==> config.mk <==
export PLATFORM = sky130hd
export DESIGN_NAME = hbridge_input_decoder_autosleep
export DESIGN_NICKNAME = d
export VERILOG_FILES = /design/src/hbridge_pkg.sv /design/src/hbridge_input_decoder_autosleep.sv
export SDC_FILE = /design/constraint.sdc
export NUM_CORES = 1
export LEC_CHECK = 0
export BUFFER_PORTS_ARGS = -buffer_cell sky130_fd_sc_hd__buf_2
export CAP_MARGIN = 10
export CORE_MARGIN = 4
export CORE_UTILIZATION = 60
export DETAILED_ROUTE_END_ITERATION = 8
export PLACE_DENSITY = 0.8
export SLEW_MARGIN = 20
export SYNTH_ARGS = -nofsm -noshare
export SYNTH_HDL_FRONTEND = slang
export SYNTH_SLANG_ARGS = --single-unit
==> constraint.sdc <==
create_clock -name sys_clk -period 5.65 [get_ports sys_clk]
set_input_delay 0.2825 -clock sys_clk [delete_from_list [all_inputs] [get_ports sys_clk]]
set_output_delay 0.2825 -clock sys_clk [all_outputs]
set_load 0.005 [all_outputs]
==> src/hbridge_pkg.sv <==
/*
  Shared types and constants for the H-bridge input decoder with autosleep.
  Assumes a 25 MHz system clock; all times below are converted to cycles of it.
*/
package hbridge_pkg;

  localparam int unsigned CLK_PERIOD_NS = 40;

  // Dead time between switching off one side and switching on the other
  localparam int unsigned T_DEAD_NS = 500;
  localparam logic [3:0] DEAD_CYCLES = 4'((T_DEAD_NS + CLK_PERIOD_NS - 1) / CLK_PERIOD_NS);

  // Idle interval before autosleep, shortest end of the 1 to 2 ms window
  localparam int unsigned T_SLEEP_NS = 1000000;
  localparam logic [15:0] SLEEP_CYCLES_DEF =
    16'((T_SLEEP_NS + CLK_PERIOD_NS - 1) / CLK_PERIOD_NS);

  // Wake interval the inputs must stay active before the bridge drives again
  localparam int unsigned T_WAKE_NS = 100000;
  localparam logic [15:0] WAKE_CYCLES_DEF =
    16'((T_WAKE_NS + CLK_PERIOD_NS - 1) / CLK_PERIOD_NS);

  localparam logic [15:0] CNT_ZERO = 16'h0000;
  localparam logic [3:0] DEAD_ZERO = 4'h0;

  typedef enum logic [1:0] {
    MODE_PWM = 2'b00,
    MODE_PHEN = 2'b01,
    MODE_HALF = 2'b10
  } ctrl_mode_t;

  typedef enum logic [1:0] {
    ST_ACTIVE = 2'b00,
    ST_SLEEP = 2'b01,
    ST_WAKE = 2'b10
  } power_state_t;

  // Tri-level selector as seen after the pad comparators
  typedef struct packed {
    logic is_high;
    logic is_floating;
  } mode_pin_t;

  // One half-bridge: both low means the output is high impedance
  typedef struct packed {
    logic hs_on;
    logic ls_on;
  } half_drive_t;

  localparam half_drive_t DRIVE_OFF = 2'b00;
  localparam half_drive_t DRIVE_LOW = 2'b01;
  localparam half_drive_t DRIVE_HIGH = 2'b10;

endpackage

==> src/hbridge_input_decoder_autosleep.sv <==
/*
  H-bridge input decoder: selector decode, truth tables per mode, automatic
  dead time per half-bridge, and the idle timer that puts the bridge to sleep.
  Assumes all inputs are synchronous to sys_clk and that pad pulldowns
  already turn an unconnected control input into a logic low.
*/
`timescale 1ns/1ps

module hbridge_input_decoder_autosleep
  import hbridge_pkg::*;
#(
  parameter logic [15:0] SLEEP_CYCLES = SLEEP_CYCLES_DEF,
  parameter logic [15:0] WAKE_CYCLES = WAKE_CYCLES_DEF
) (
  input wire logic sys_clk,
  input wire logic rst_n,
  input wire logic reduced_pin_variant,
  input wire mode_pin_t mode_pin,
  input wire logic direction_or_input_a_pin,
  input wire logic gate_or_input_b_pin,
  output half_drive_t bridge_output_a,
  output half_drive_t bridge_output_b,
  output logic asleep
);

  ctrl_mode_t mode_sel;
  logic idle;
  half_drive_t want [2];
  half_drive_t drv_r [2];
  power_state_t state_r, state_nxt;
  logic [15:0] cnt_r, cnt_nxt;

  // Decoded every cycle from the live pin, so a change takes effect at once
  always_comb begin
    if (reduced_pin_variant) begin
      mode_sel = MODE_PWM;
    end else if (mode_pin.is_floating) begin
      mode_sel = MODE_HALF;
    end else if (mode_pin.is_high) begin
      mode_sel = MODE_PHEN;
    end else begin
      mode_sel = MODE_PWM;
    end
  end

  // Idle pattern per mode; half-bridge mode never idles while selected
  always_comb begin
    case (mode_sel)
      MODE_PWM: idle = !direction_or_input_a_pin && !gate_or_input_b_pin;
      MODE_PHEN: idle = !gate_or_input_b_pin;
      default: idle = 1'b0;
    endcase
  end

  // Requested state of each half before dead time and sleep are applied
  always_comb begin
    want[0] = DRIVE_OFF;
    want[1] = DRIVE_OFF;
    case (mode_sel)
      MODE_PWM: begin
        case ({direction_or_input_a_pin, gate_or_input_b_pin})
          2'b01: begin
            want[0] = DRIVE_LOW;
            want[1] = DRIVE_HIGH;
          end
          2'b10: begin
            want[0] = DRIVE_HIGH;
            want[1] = DRIVE_LOW;
          end
          2'b11: begin
            want[0] = DRIVE_LOW;
            want[1] = DRIVE_LOW;
          end
          default: begin
            want[0] = DRIVE_OFF;
            want[1] = DRIVE_OFF;
          end
        endcase
      end
      MODE_PHEN: begin
        if (!gate_or_input_b_pin) begin
          want[0] = DRIVE_LOW;
          want[1] = DRIVE_LOW;
        end else if (direction_or_input_a_pin) begin
          want[0] = DRIVE_HIGH;
          want[1] = DRIVE_LOW;
        end else begin
          want[0] = DRIVE_LOW;
          want[1] = DRIVE_HIGH;
        end
      end
      default: begin
        // A floating input reads low here, so its half drives low
        want[0] = direction_or_input_a_pin ? DRIVE_HIGH : DRIVE_LOW;
        want[1] = gate_or_input_b_pin ? DRIVE_HIGH : DRIVE_LOW;
      end
    endcase
  end

  // Power state: one counter serves as sleep timer and as wake timer
  always_comb begin
    state_nxt = state_r;
    cnt_nxt = CNT_ZERO;
    case (state_r)
      ST_ACTIVE: begin
        if (idle) begin
          if (cnt_r >= SLEEP_CYCLES - 16'h0001) begin
            state_nxt = ST_SLEEP;
          end else begin
            cnt_nxt = cnt_r + 16'h0001;
          end
        end
      end
      ST_SLEEP: begin
        if (!idle) begin
          state_nxt = ST_WAKE;
        end
      end
      ST_WAKE: begin
        // Any return to idle aborts the wake; the host must hold steady
        if (idle) begin
          state_nxt = ST_SLEEP;
        end else if (cnt_r >= WAKE_CYCLES - 16'h0001) begin
          state_nxt = ST_ACTIVE;
        end else begin
          cnt_nxt = cnt_r + 16'h0001;
        end
      end
      default: begin
        state_nxt = ST_ACTIVE;
      end
    endcase
  end

  always_ff @(posedge sys_clk) begin
    if (!rst_n) begin
      state_r <= ST_ACTIVE;
      cnt_r <= CNT_ZERO;
    end else begin
      state_r <= state_nxt;
      cnt_r <= cnt_nxt;
    end
  end

  assign asleep = (state_r != ST_ACTIVE);

  // Dead time: a driven half always passes through off for DEAD_CYCLES + 1 cycles
  // before the opposite switch closes; turning off is never delayed.
  for (genvar h = 0; h < 2; h++) begin : g_half
    half_drive_t tgt;
    half_drive_t drv_nxt;
    logic [3:0] dead_r, dead_nxt;

    assign tgt = asleep ? DRIVE_OFF : want[h];

    always_comb begin
      drv_nxt = drv_r[h];
      dead_nxt = DEAD_ZERO;
      if (drv_r[h] != DRIVE_OFF) begin
        if (tgt != drv_r[h]) begin
          drv_nxt = DRIVE_OFF;
          dead_nxt = DEAD_CYCLES;
        end
      end else if (dead_r != DEAD_ZERO) begin
        dead_nxt = dead_r - 4'h1;
      end else begin
        drv_nxt = tgt;
      end
    end

    always_ff @(posedge sys_clk) begin
      if (!rst_n) begin
        drv_r[h] <= DRIVE_OFF;
        dead_r <= DEAD_ZERO;
      end else begin
        drv_r[h] <= drv_nxt;
        dead_r <= dead_nxt;
      end
    end

  end

  assign bridge_output_a = drv_r[0];
  assign bridge_output_b = drv_r[1];

  // Checked on the registered outputs after 16 steady cycles, which covers a full swap
  logic phen_fwd_now;
  logic pwm_rev_now;
  assign phen_fwd_now = (mode_sel == MODE_PHEN) && gate_or_input_b_pin &&
    direction_or_input_a_pin && !asleep;
  assign pwm_rev_now = (mode_sel == MODE_PWM) && !direction_or_input_a_pin &&
    gate_or_input_b_pin && !asleep;
endmodule

==> Word-level counts from Yosys, hierarchy flattened <==
Memory sizes are Yosys's and may differ from the RTL's.
Cells that the tools add are included.
{ "classes": {"addsub": 3, "order_cmp": 2, "eq_ne": 12, "muxes": 39, "n_bitwise": 2, "reduce_logical": 11} }
{ "op_table": {"columns": ["op", "n"], "rows": [
  ["16-bit two-way mux", 4],
  ["2-bit two-way mux", 19],
  ["4-bit two-way mux", 8],
  ["16-bit case mux with 2 select lines", 1],
  ["16-bit by 1-bit adder with 16-bit output, second input constant", 1],
  ["16-bit by 12-bit greater-or-equal comparator with 1-bit output, second input constant", 1],
  ["16-bit by 15-bit greater-or-equal comparator with 1-bit output, second input constant", 1],
  ["4-bit case mux with 3 select lines", 1],
  ["4-bit case mux with 2 select lines", 1],
  ["4-bit nonzero test", 2],
  ["4-bit by 1-bit subtractor with 4-bit output, second input constant", 2],
  ["2-bit by 1-bit equality test with 1-bit output, second input constant", 3],
  ["2-bit equality test, second input constant", 3],
  ["2-bit inequality test, second input constant", 3],
  ["2-bit case mux with 3 select lines", 1],
  ["2-bit nonzero test", 3],
  ["2-bit zero test", 2],
  ["2-bit inequality test", 2],
  ["4-bit AND reduction", 1],
  ["1-bit two-way mux", 3],
  ["3-bit inequality test, second input constant", 1],
  ["1-bit zero test", 2],
  ["1-bit OR", 2],
  ["1-bit case mux with 2 select lines", 1],
  ["1-bit logical AND", 1]
]} }
{ "totals": {"register_bits": 26, "ram_bits": 4, "out_inout_bits": 5, "n_memories": 1} }
{ "memory_table": {"columns": ["memory", "words", "word_bits", "read_ports", "rd_ports_with_merged_regs", "wr", "line", "rtl"], "rows": [
  ["drv_r", 2, 2, 2, 0, 2, "hbridge_input_decoder_autosleep.sv:29", "half_drive_t drv_r [2];"]
]} }

==> Depth between registers and ports, before layout <==
Gate-level depths: netlist of run 1.
{ "depth": {"word_depth": 10, "ltp_mapped": 7, "ltp_nobuf": 6} }

==> Worst setup path after synthesis of run 1 <==
Ideal clock, no wire load.
{ "synth_timing": {"path_type": "reg2reg", "start": "register cnt_r[0]", "end": "register cnt_r[13]", "arrival_ps": 1736, "slack_ps": 3852, "stages_incl_launch_ff": 8, "n_path_buf": 1, "period_less_slack_ps": 1798, "path_cell_list": "dfxtp_1 > ha_1 > a211o_1 > a211o_1 > a31oi_4 > a32oi_4 > buf_6 > nor2_2"} }
{ "synth_between": {"elab_chain_cells": 4} }
{ "synth_lines": {"columns": ["element", "line", "rtl"], "rows": [
  ["start, declared", "hbridge_input_decoder_autosleep.sv:31", "logic [15:0] cnt_r, cnt_nxt;"],
  ["start signal, assigned", "hbridge_input_decoder_autosleep.sv:141", "cnt_r <= cnt_nxt;"],
  ["16-bit by 1-bit adder with 16-bit output, or another cell as far along", "hbridge_input_decoder_autosleep.sv:110, hbridge_input_decoder_autosleep.sv:126", null],
  ["16-bit two-way mux, on equally long branches", "hbridge_input_decoder_autosleep.sv:123, hbridge_input_decoder_autosleep.sv:107", null],
  ["16-bit two-way mux, on equally long branches", "hbridge_input_decoder_autosleep.sv:121, hbridge_input_decoder_autosleep.sv:106", null],
  ["16-bit case mux with 2 select lines (*)", "hbridge_input_decoder_autosleep.sv:104", "case (state_r)"]
]} }
Mark *: on every way between the ends. The rest lies on a longest branch, timed or not.
A chain may end at the register's enable or synchronous reset.

==> Worst setup path in the final report of run 1 <==
{ "layout_timing": {"start": "register cnt_r[0]", "end": "register cnt_r[1]"} }
The elaborated chain is that of the path after synthesis.

==> qor.csv, run 1 <==
metric,value,unit
Most common cell on crit path,a211o_1,
Boundary Pins,12,
clock buffer depth,2,
fin. max-slew vios,0,
pwr dens,331,mW/mm²
first drt pass iteration count,4,
final core occ,0.703,
DRT Wirelength,2.65,mm
Tightest Pin Transition,0.647,ns
CP Capture Type,register,
via/cell ratio,5.71,
RSZ-0062 raised after global routing,no,
vias in the first global route,1196,
cell chain of the critical path,"ha_1, a211o_1, a211o_1, a31oi_4, a32oi_4, nor2b_1",
Max-Slew Margin vs Limit,0.569,
CTS Buf Count,5,
first-pass GRT wire length,4.85,mm
final setup margin,3.72,ns
area share of the largest cell type after synthesis,0.402,
"non-filler cells, final",207,
gp weighted congestion,0.847,
status,finished clean,
Final min period,1.93,ns
Syn Nets,173,
largest net degree at the start of global routing,16,
initial antenna violation count,0,
async set-reset flop share out of synthesis,0,
CTS root buffer,clkbuf_4,
Crit Path Class,register to register,
DP HPWL,1.97,mm
count of cell types in the netlist,44,
crit path launch type,register,
"area leader, netlist",dfxtp_1,
final setup vio count,0,
pre-CTS WS,3.72,ns
postcts setup bufs,0,
via count,1182,
# port buffers,11,
Clock Skew,0.0103,ns
die height,57.9,µm
"Clk pin slew, worst setup/hold paths",0.08,ns
Avg Inst Size Synth,9.17,µm²
Fin. Hold Viols,0,
Required @ worst endpoint,5.90,ns
FMAX,518,MHz
number of core rows,17,
DRT iter0 DRCs,34,
grt met1 use,0.200,
share of layout cells above drive strength 1,0.190,
initial core utilization,0.651,
hold buffers post-CTS,0,
grt ovf,0,
period utilisation layout,0.342,
Worst Path Buf+Inv,0,
Synthesis Warnings,0,
register area share after synthesis,0.402,
clk sinks,30,
GRT Max-Usage Layer,met2,
core area,0.00230,mm²
VDD IR max,251,µV
Worst Hold Class,input port to register,
Die Width,57.9,µm
met2 Usage GRT,0.329,
Final ANT Viol Nets,0,
"flops & latches, synth",30,
TritonCTS clock tree,built,
Slowest Stage Delay on Critical Path,0.34,ns
register area,601,µm²
Synth area leaders,"dfxtp_1 40%, xnor2_1 5.3%, xor2_1 4.7%",
# diodes,0,
Final Net Count,189,
critical path peak fanout,15,
LEAKAGE,0.000628,µW
CP arrival,2.18,ns
Setup TNS,0,ns
met3 Track Usage GR,0.0601,
CP max stage cell,dfxtp_1,
# fillers,190,
Die Area,0.00335,mm²
residual DRC count,0,
Max-Cap Viols,0,
Post-CTS Resized,0,
average wire per standard cell,12.8,µm
Skew-Pair Late Insertion Delay,0.32,ns
ys flop type,dfxtp_1,
Multi-input gate area,842,µm²
Tot GR Track Use,0.187,
Area Overhead vs Synth,8.03,%
placed insts,200,
Worst Hold Slack,0.289,ns
Mapped Cells,163,
CP top delay family,compound AO/OA/AOI/OAI gates,
"EDFF count, synth",0,
"Cell Area, Synth",0.00150,mm²
# H-tree levels,2,
## power by group
part           switching (µW)  internal (µW)
clock                    66.5           46.8
sequential               25.8            243
combinational            76.5           75.8
## cell usage in the layout (no fill, tap or decap), types with 5 or more instances in the layout
master and count:
nand3_1 8, nor2_2 9, inv_1 10, xor2_1 8, clkbuf_4 5, nand2_1 11, nor3_1 5, buf_2 11
dfxtp_1 30, nor2_1 13, xnor2_1 9, o21ai_0 9
## routing by layer
layer | vias to the layer above | wire length, µm | share of wire
li1 | 602 | - | -
met1 | 554 | 1190 | 0.45
met2 | 21 | 1300 | 0.49
met3 | 5 | 132 | 0.050
met4 | 0 | 39 | 0.015
met5 | - | 0 | 0
## cell families after synthesis
logic type	count (synthesis)	synth area share
xor gates and xnor gates	17	0.0996
buffers and inverters	12	0.0351
other	1	0.00251
and+or+nand+nor	71	0.264
AOI/OAI and AO/OA	28	0.165
muxes	1	0.00669
DFF	30	0.402
adders and majority gates	3	0.0251
## synth_stat cells (2+ instances only)
cell	n
and3_2	3
nor3b_1	4
nand3_1	8
inv_1	10
o21ai_0	9
nand2_1	11
a21oi_1	3
nor3_1	5
ha_1	3
xnor2_1	9
dfxtp_1	30
and3_1	3
nor2_2	9
xor2_1	8
and4_1	2
a311o_1	2
nand4_1	2
nor4_1	2
nor2_1	13
nand2b_1	2
a211o_1	2
## state kept, by name, summed over array words and instances, names as in the netlist
register,cells
g_half.dead_r,8
state_r,2
drv_r,4
cnt_r,16
## per-stage QoR
stage	area [µm²]	total power, µW
final	1620	535
after global routing	1620	581
after CTS	1620	539
after detailed placement	1570	424
after global placement	1570	412
after floorplan	1500	388
## final cells by class
| cell class | count | area share |
|---|---|---|
| multi-input combinational | 121 | 0.521 |
| timing repair buffer | 11 | 0.0341 |
| tap | 28 | 0.0217 |
| sequential | 30 | 0.372 |
| clock buffer | 7 | 0.0279 |
| inverter | 10 | 0.0232 |
## worst register-to-register path: cells and delay by family (launching register included)
| family | cells | cell delay (ns) |
|---|---|---|
| adders and majority gates | 1 | 0.25 |
| AOI/OAI and AO/OA | 4 | 1.09 |
| and+or+nand+nor | 1 | 0.19 |
| DFF | 1 | 0.34 |
## path summary, 6_finish.rpt
check | from | slack (ns) | cells after the start | end
max reg2reg | cnt_r[0]$_SDFF_PN0_ | 3.72 | 6 | cnt_r[1]$_SDFF_PN0_
min reg2reg | cnt_r[0]$_SDFF_PN0_ | 0.47 | 1 | cnt_r[0]$_SDFF_PN0_
min | rst_n | 0.29 | 3 | state_r[0]$_SDFFE_PN0P_
max | cnt_r[0]$_SDFF_PN0_ | 3.72 | 6 | cnt_r[1]$_SDFF_PN0_
Power figures use the tool's default switching activity.
==> run 2, diff against run 1 <==
Settings changed: CORE_UTILIZATION 60 to 58, PLACE_DENSITY 0.8 to 0.78.
Clock period 5.65 ns to 1.9 ns, I/O delays scaled along.
==> qor.csv, run 2 (synthesized netlist as in run 1, its figures left out) <==
metric,value,unit,change
R2R depth,6,,unchanged
CTS root buffer,clkbuf_4,,unchanged
final setup vio count,0,,unchanged
average wire per standard cell,13.5,µm,was 12.8 µm
max reg flops,16,,unchanged
Area Overhead vs Synth,14.6,%,was 8.03%
via/cell ratio,5.69,,was 5.71
critical path peak fanout,7,,was 15
Boundary Pins,12,,unchanged
first drt pass iteration count,4,,unchanged
Top Layer Used,met4,,unchanged
clk sinks,30,,unchanged
Clock Skew,0.0104,ns,was 0.0103 ns
period utilisation layout,0.958,,was 0.342
largest net degree at the start of global routing,12,,was 16
Max-Cap Viols,0,,unchanged
"most common cell after layout, fill and taps aside",dfxtp_1,,unchanged
Die Area,0.00345,mm²,was 0.00335 mm²
"non-filler cells, final",215,,was 207
pwr dens,1010,mW/mm²,was 331 mW/mm²
DRT iter0 DRCs,56,,was 34
Required @ worst endpoint,2.16,ns,was 5.90 ns
Final Net Count,194,,was 189
residual DRC count,0,,unchanged
Hold Path Depth,3,,unchanged
"Clk pin slew, worst setup/hold paths",0.09,ns,was 0.08 ns
CP arrival,2.08,ns,was 2.18 ns
first-pass GRT wire length,5.14,mm,was 4.85 mm
FMAX,549,MHz,was 518 MHz
grt ovf,0,,unchanged
initial core utilization,0.604,,was 0.651
Fin. Hold Viols,0,,unchanged
Skew-Pair Late Insertion Delay,0.32,ns,about the same
hold buffers post-CTS,0,,unchanged
crit path launch type,register,,unchanged
placed insts,205,,was 200
most frequent cells in the layout,"30 x dfxtp_1, 13 x nor2_1, 11 x nand2_1, 11 x buf_2, 10 x inv_1",,unchanged
number of core rows,18,,was 17
Die Width,58.8,µm,was 57.9 µm
via count,1223,,"was 1,182"
Crit Path Class,register to register,,unchanged
# diodes,0,,unchanged
metal1 wirelength,1.27,mm,was 1.19 mm
CP Capture Type,register,,unchanged
# port buffers,11,,unchanged
Final ANT Viol Nets,0,,unchanged
DP HPWL,2.05,mm,was 1.97 mm
VDD IR max,872,µV,was 251 µV
met2 wire length,1.46,mm,was 1.30 mm
die height,58.8,µm,was 57.9 µm
Worst Hold Class,input port to register,,unchanged
fin. max-slew vios,0,,unchanged
TritonCTS clock tree,built,,unchanged
Largest regs,"cnt_r: 16 flops, g_half.dead_r: 8 flops, drv_r: 4 flops",,unchanged
LEAKAGE,0.000671,µW,was 0.000628 µW
vias in the first global route,1227,,"was 1,196"
CTS Buf Count,5,,unchanged
gp weighted congestion,0.813,,was 0.847
initial antenna violation count,0,,unchanged
DRT Wirelength,2.91,mm,was 2.65 mm
met3 routed WL,123,µm,was 132 µm
Largest Register,cnt_r,,unchanged
status,finished clean,,unchanged
share of layout cells above drive strength 1,0.232,,was 0.190
core area,0.00248,mm²,was 0.00230 mm²
Final min period,1.82,ns,was 1.93 ns
clock buffer depth,2,,unchanged
Tot GR Track Use,0.197,,was 0.187
# H-tree levels,2,,unchanged
final core occ,0.692,,was 0.703
[run 2: changes by cell type in the layout (fill, tap and decap cells not counted)]
cell | previous run | this run
clkbuf_1 | 2 | 0
clkbuf_8 | 0 | 3
nor3b_1 | 4 | 3
buf_4 | 0 | 4
nor3b_2 | 0 | 1
a32oi_4 | 1 | 2
[run 2: per-layer routing]
metal	vias up	track usage
met5	-	0
met2	25	0.342
li1	617	-
met1	575	0.222
met4	0	0.100
met3	6	0.0461
[run 2: through the flow]
stage	setup WS, ns	TNS, ns	area, µm²	hold WS [ns]	total power (µW)
after floorplan	0.102	0	1500	0.272	1150
after global placement	0.0780	0	1600	0.430	1220
after detailed placement	-0.00329	-0.00329	1600	0.443	1270
after CTS	0.0229	0	1700	0.0930	1740
after global routing	-0.00401	-0.00417	1710	0.135	1860
final	0.0790	0	1710	0.107	1730
[run 2: repair_timing]
item	4_1_cts	5_1_grt
setup buffers	0	1
pin swaps	0	3
gates cloned	1	0
resized for setup	1	1
setup endpoints to repair	9	15
[run 2: final timing paths]
| check | startpoint | end | slack, ns |
|---|---|---|---|
| worst max-delay path | cnt_r[0]$_SDFF_PN0_ | cnt_r[2]$_SDFF_PN0_ | 0.08 |
| worst min-delay path | rst_n | drv_r[0][1]$_SDFFE_PN0P_ | 0.11 |
| worst max register to register | cnt_r[0]$_SDFF_PN0_ | cnt_r[2]$_SDFF_PN0_ | 0.08 |
| worst min register to register | cnt_r[0]$_SDFF_PN0_ | cnt_r[0]$_SDFF_PN0_ | 0.46 |
[run 2: report_power, final]
part | switching (µW) | total, µW | leakage [µW] | internal [µW]
registers | 78.9 | 802 | 0.000244 | 723
logic | 238 | 469 | 0.000382 | 231
clock network | 206 | 459 | 0.0000446 | 253
[run 2: area by class of cell]
| class | instances | area (µm²) |
|---|---|---|
| well taps | 30 | 37.5 |
| multi-input cells | 122 | 875 |
| clock buffers | 8 | 78.8 |
| repair buffers | 15 | 85.1 |
| fillers | 221 | 763 |
| inverters | 10 | 37.5 |
| flip-flops and latches | 30 | 601 |
[run 2: worst max-delay path, stage by stage, from the launching register on]
cell and delay [ns]:
dfxtp_1 0.34, ha_1 0.22, a211o_1 0.30, a211o_1 0.30, a31oi_4 0.23, a32oi_4 0.23
nor2_1 0.15
==> run 3, diff against run 2 <==
Settings changed: BUFFER_PORTS_ARGS -buffer_cell sky130_fd_sc_hd__buf_2 to default, CORE_UTILIZATION 58 to 60, DONT_BUFFER_PORTS from default to 1, PLACE_DENSITY 0.78 to 0.77, SETUP_SLACK_MARGIN from default to 0.2.
==> qor.csv, run 3 (synthesized netlist as in run 1, its figures left out) <==
metric,value,unit,change
status,finished clean,,unchanged
Die Width,57.9,µm,was 58.8 µm
CP Capture Type,register,,unchanged
Clock Skew,0.00593,ns,was 0.0104 ns
"most common cell after layout, fill and taps aside",dfxtp_1,,unchanged
core area,0.00230,mm²,was 0.00248 mm²
CTS root buffer,clkbuf_4,,unchanged
gp weighted congestion,0.846,,was 0.813
Worst Hold Class,input port to register,,unchanged
Final min period,1.72,ns,was 1.82 ns
Final Net Count,190,,was 194
met3 routed WL,183,µm,was 123 µm
Required @ worst endpoint,2.15,ns,was 2.16 ns
Area Overhead vs Synth,14.1,%,was 14.6%
VDD IR max,684,µV,was 872 µV
first drt pass iteration count,4,,unchanged
hold wc startpoint,direction_or_input_a_pin,,was rst_n
# diodes,0,,unchanged
max reg flops,16,,unchanged
Most common cell on crit path,a211o_1,,unchanged
Slowest Stage Delay on Critical Path,0.34,ns,about the same
# port buffers,0,,was 11
Largest regs,"cnt_r: 16 flops, g_half.dead_r: 8 flops, drv_r: 4 flops",,unchanged
total power,1590,µW,was 1730 µW
clk sinks,30,,unchanged
met2 wire length,1.47,mm,was 1.46 mm
CP top delay family,compound AO/OA/AOI/OAI gates,,unchanged
Die Area,0.00335,mm²,was 0.00345 mm²
Fin. Hold Viols,0,,unchanged
Clk network pwr share,0.212,,was 0.265
initial antenna violation count,0,,unchanged
largest net degree at the start of global routing,9,,was 12
initial core utilization,0.651,,was 0.604
LEAKAGE,0.000640,µW,was 0.000671 µW
average wire per standard cell,14.1,µm,was 13.5 µm
RSZ-0062 raised after global routing,yes,,
Comb pwr share,0.282,,was 0.271
Tot GR Track Use,0.193,,was 0.197
Hold Path Depth,3,,unchanged
DRT iter0 DRCs,101,,was 56
CP max stage cell,dfxtp_2,,was dfxtp_1
grt ovf,0,,unchanged
register area,606,µm²,was 601 µm²
die height,57.9,µm,was 58.8 µm
TritonCTS clock tree,built,,unchanged
placed insts,195,,was 205
Worst Path Buf+Inv,0,,unchanged
launching point of the worst reg2reg path,cnt_r[0]$_SDFF_PN0_,,unchanged
Skew-Pair Late Insertion Delay,0.32,ns,about the same
metal1 wirelength,1.22,mm,was 1.27 mm
period utilisation layout,0.906,,was 0.958
most frequent cells in the layout,"26 x dfxtp_1, 13 x nor2_1, 11 x nand2_1",,"was 30 x dfxtp_1, 13 x nor2_1, 11 x nand2_1, 11 x buf_2, 10 x inv_1"
via count,1242,,"was 1,223"
critical path peak fanout,7,,unchanged
final setup vio count,0,,unchanged
via/cell ratio,5.97,,was 5.69
Boundary Pins,12,,unchanged
Setup TNS,0,ns,unchanged
Reg power frac,0.506,,was 0.464
# fillers,171,,was 221
Largest Register,cnt_r,,unchanged
Net Switching,507,µW,was 524 µW
share of layout cells above drive strength 1,0.222,,was 0.232
clock buffer depth,2,,unchanged
Top Layer Used,met4,,unchanged
vias in the first global route,1223,,"was 1,227"
Crit Path Class,register to register,,unchanged
first-pass GRT wire length,5.00,mm,was 5.14 mm
residual DRC count,0,,unchanged
cell chain of the critical path,"ha_4, a211o_1, a211o_1, a31oi_4, a32oi_4, nor2_2",,"was ha_1, a211o_1, a211o_1, a31oi_4, a32oi_4, nor2_1"
Multi-input gate area,895,µm²,was 875 µm²
R2R depth,6,,unchanged
crit path launch type,register,,unchanged
sw frac,0.318,,was 0.303
# H-tree levels,2,,unchanged
DP HPWL,2.00,mm,was 2.05 mm
Max-Cap Viols,0,,unchanged
flop-to-flop setup slack,0.18,ns,was 0.08 ns
number of core rows,17,,was 18
Final ANT Viol Nets,0,,unchanged
CTS Buf Count,5,,unchanged
fin. max-slew vios,0,,unchanged
FMAX,581,MHz,was 549 MHz
Hold Crit Endpoint,state_r[0]$_SDFFE_PN0P_,,was drv_r[0][1]$_SDFFE_PN0P_
"non-filler cells, final",208,,was 215
DRT Wirelength,2.94,mm,was 2.91 mm
pwr dens,935,mW/mm²,was 1010 mW/mm²
CP arrival,1.97,ns,was 2.08 ns
"Clk pin slew, worst setup/hold paths",0.09,ns,about the same
RR Endpoint,cnt_r[11]$_SDFF_PN0_,,was cnt_r[2]$_SDFF_PN0_
Internal,1090,µW,was 1210 µW
[run 3: tightest hold or removal path, delay by kind of cell]
kind	cells	cell delay, ns
AND/OR/NAND/NOR	2	0.14
AO/OA/AOI/OAI	1	0.07
[run 3: cell type report]
type,instances,share of cell area
tap,28,0.0205
inverter,10,0.0220
sequential,30,0.355
timing repair buffer,11,0.0514
clock buffer,7,0.0264
multi-input combinational,122,0.525
[run 3: power by group through the flow]
| stage | logic, µW | clock network, µW | registers [µW] |
|---|---|---|---|
| 2_1_floorplan | 356 | 0 | 799 |
| 6_report | 450 | 337 | 807 |
| 3_5_place_dp | 420 | 0 | 817 |
| 4_1_cts | 436 | 345 | 803 |
| 3_3_place_gp | 387 | 0 | 810 |
| 5_1_grt | 508 | 377 | 820 |
[run 3: how the worst max path moves through the flow]
stage / from / end / slack (ns) / cells after the start
final: cnt_r[0]$_SDFF_PN0_ / cnt_r[11]$_SDFF_PN0_ / 0.18 / 6
after global routing: cnt_r[0]$_SDFF_PN0_ / cnt_r[1]$_SDFF_PN0_ / 0.11 / 6
after CTS: cnt_r[0]$_SDFF_PN0_ / cnt_r[2]$_SDFF_PN0_ / 0.15 / 6
after detailed placement: cnt_r[0]$_SDFF_PN0_ / cnt_r[2]$_SDFF_PN0_ / 0.09 / 6
after global placement: cnt_r[0]$_SDFF_PN0_ / cnt_r[2]$_SDFF_PN0_ / 0.13 / 6
after floorplan: cnt_r[0]$_SDFF_PN0_ / cnt_r[13]$_SDFF_PN0_ / 0.22 / 7
[run 3: layer usage]
metal	up-vias	global-route usage
met5	-	0
met3	9	0.0713
met1	587	0.204
li1	609	-
met2	37	0.337
met4	0	0.0927
[run 3: through the flow]
stage           util  hold WS [ns]  area (µm²)  setup slack [ns]
4_1_cts        0.735        0.0253        1690             0.151
6_report       0.742        0.0335        1710             0.178
2_1_floorplan      -         0.272        1510             0.217
3_3_place_gp   0.685         0.234        1570             0.133
5_1_grt        0.742        0.0300        1710             0.106
3_5_place_dp   0.685         0.246        1570            0.0889
[run 3: timing repair]
item                                    in CTS  in global routing
gates cloned                                 1                  0
endpoints found under the hold margin        7                  0
setup buffers                                2                  1
resized for setup                            4                  4
hold buffers                                 2                  0
pin swaps                                   17                  6
endpoints found under the setup margin      15                 18
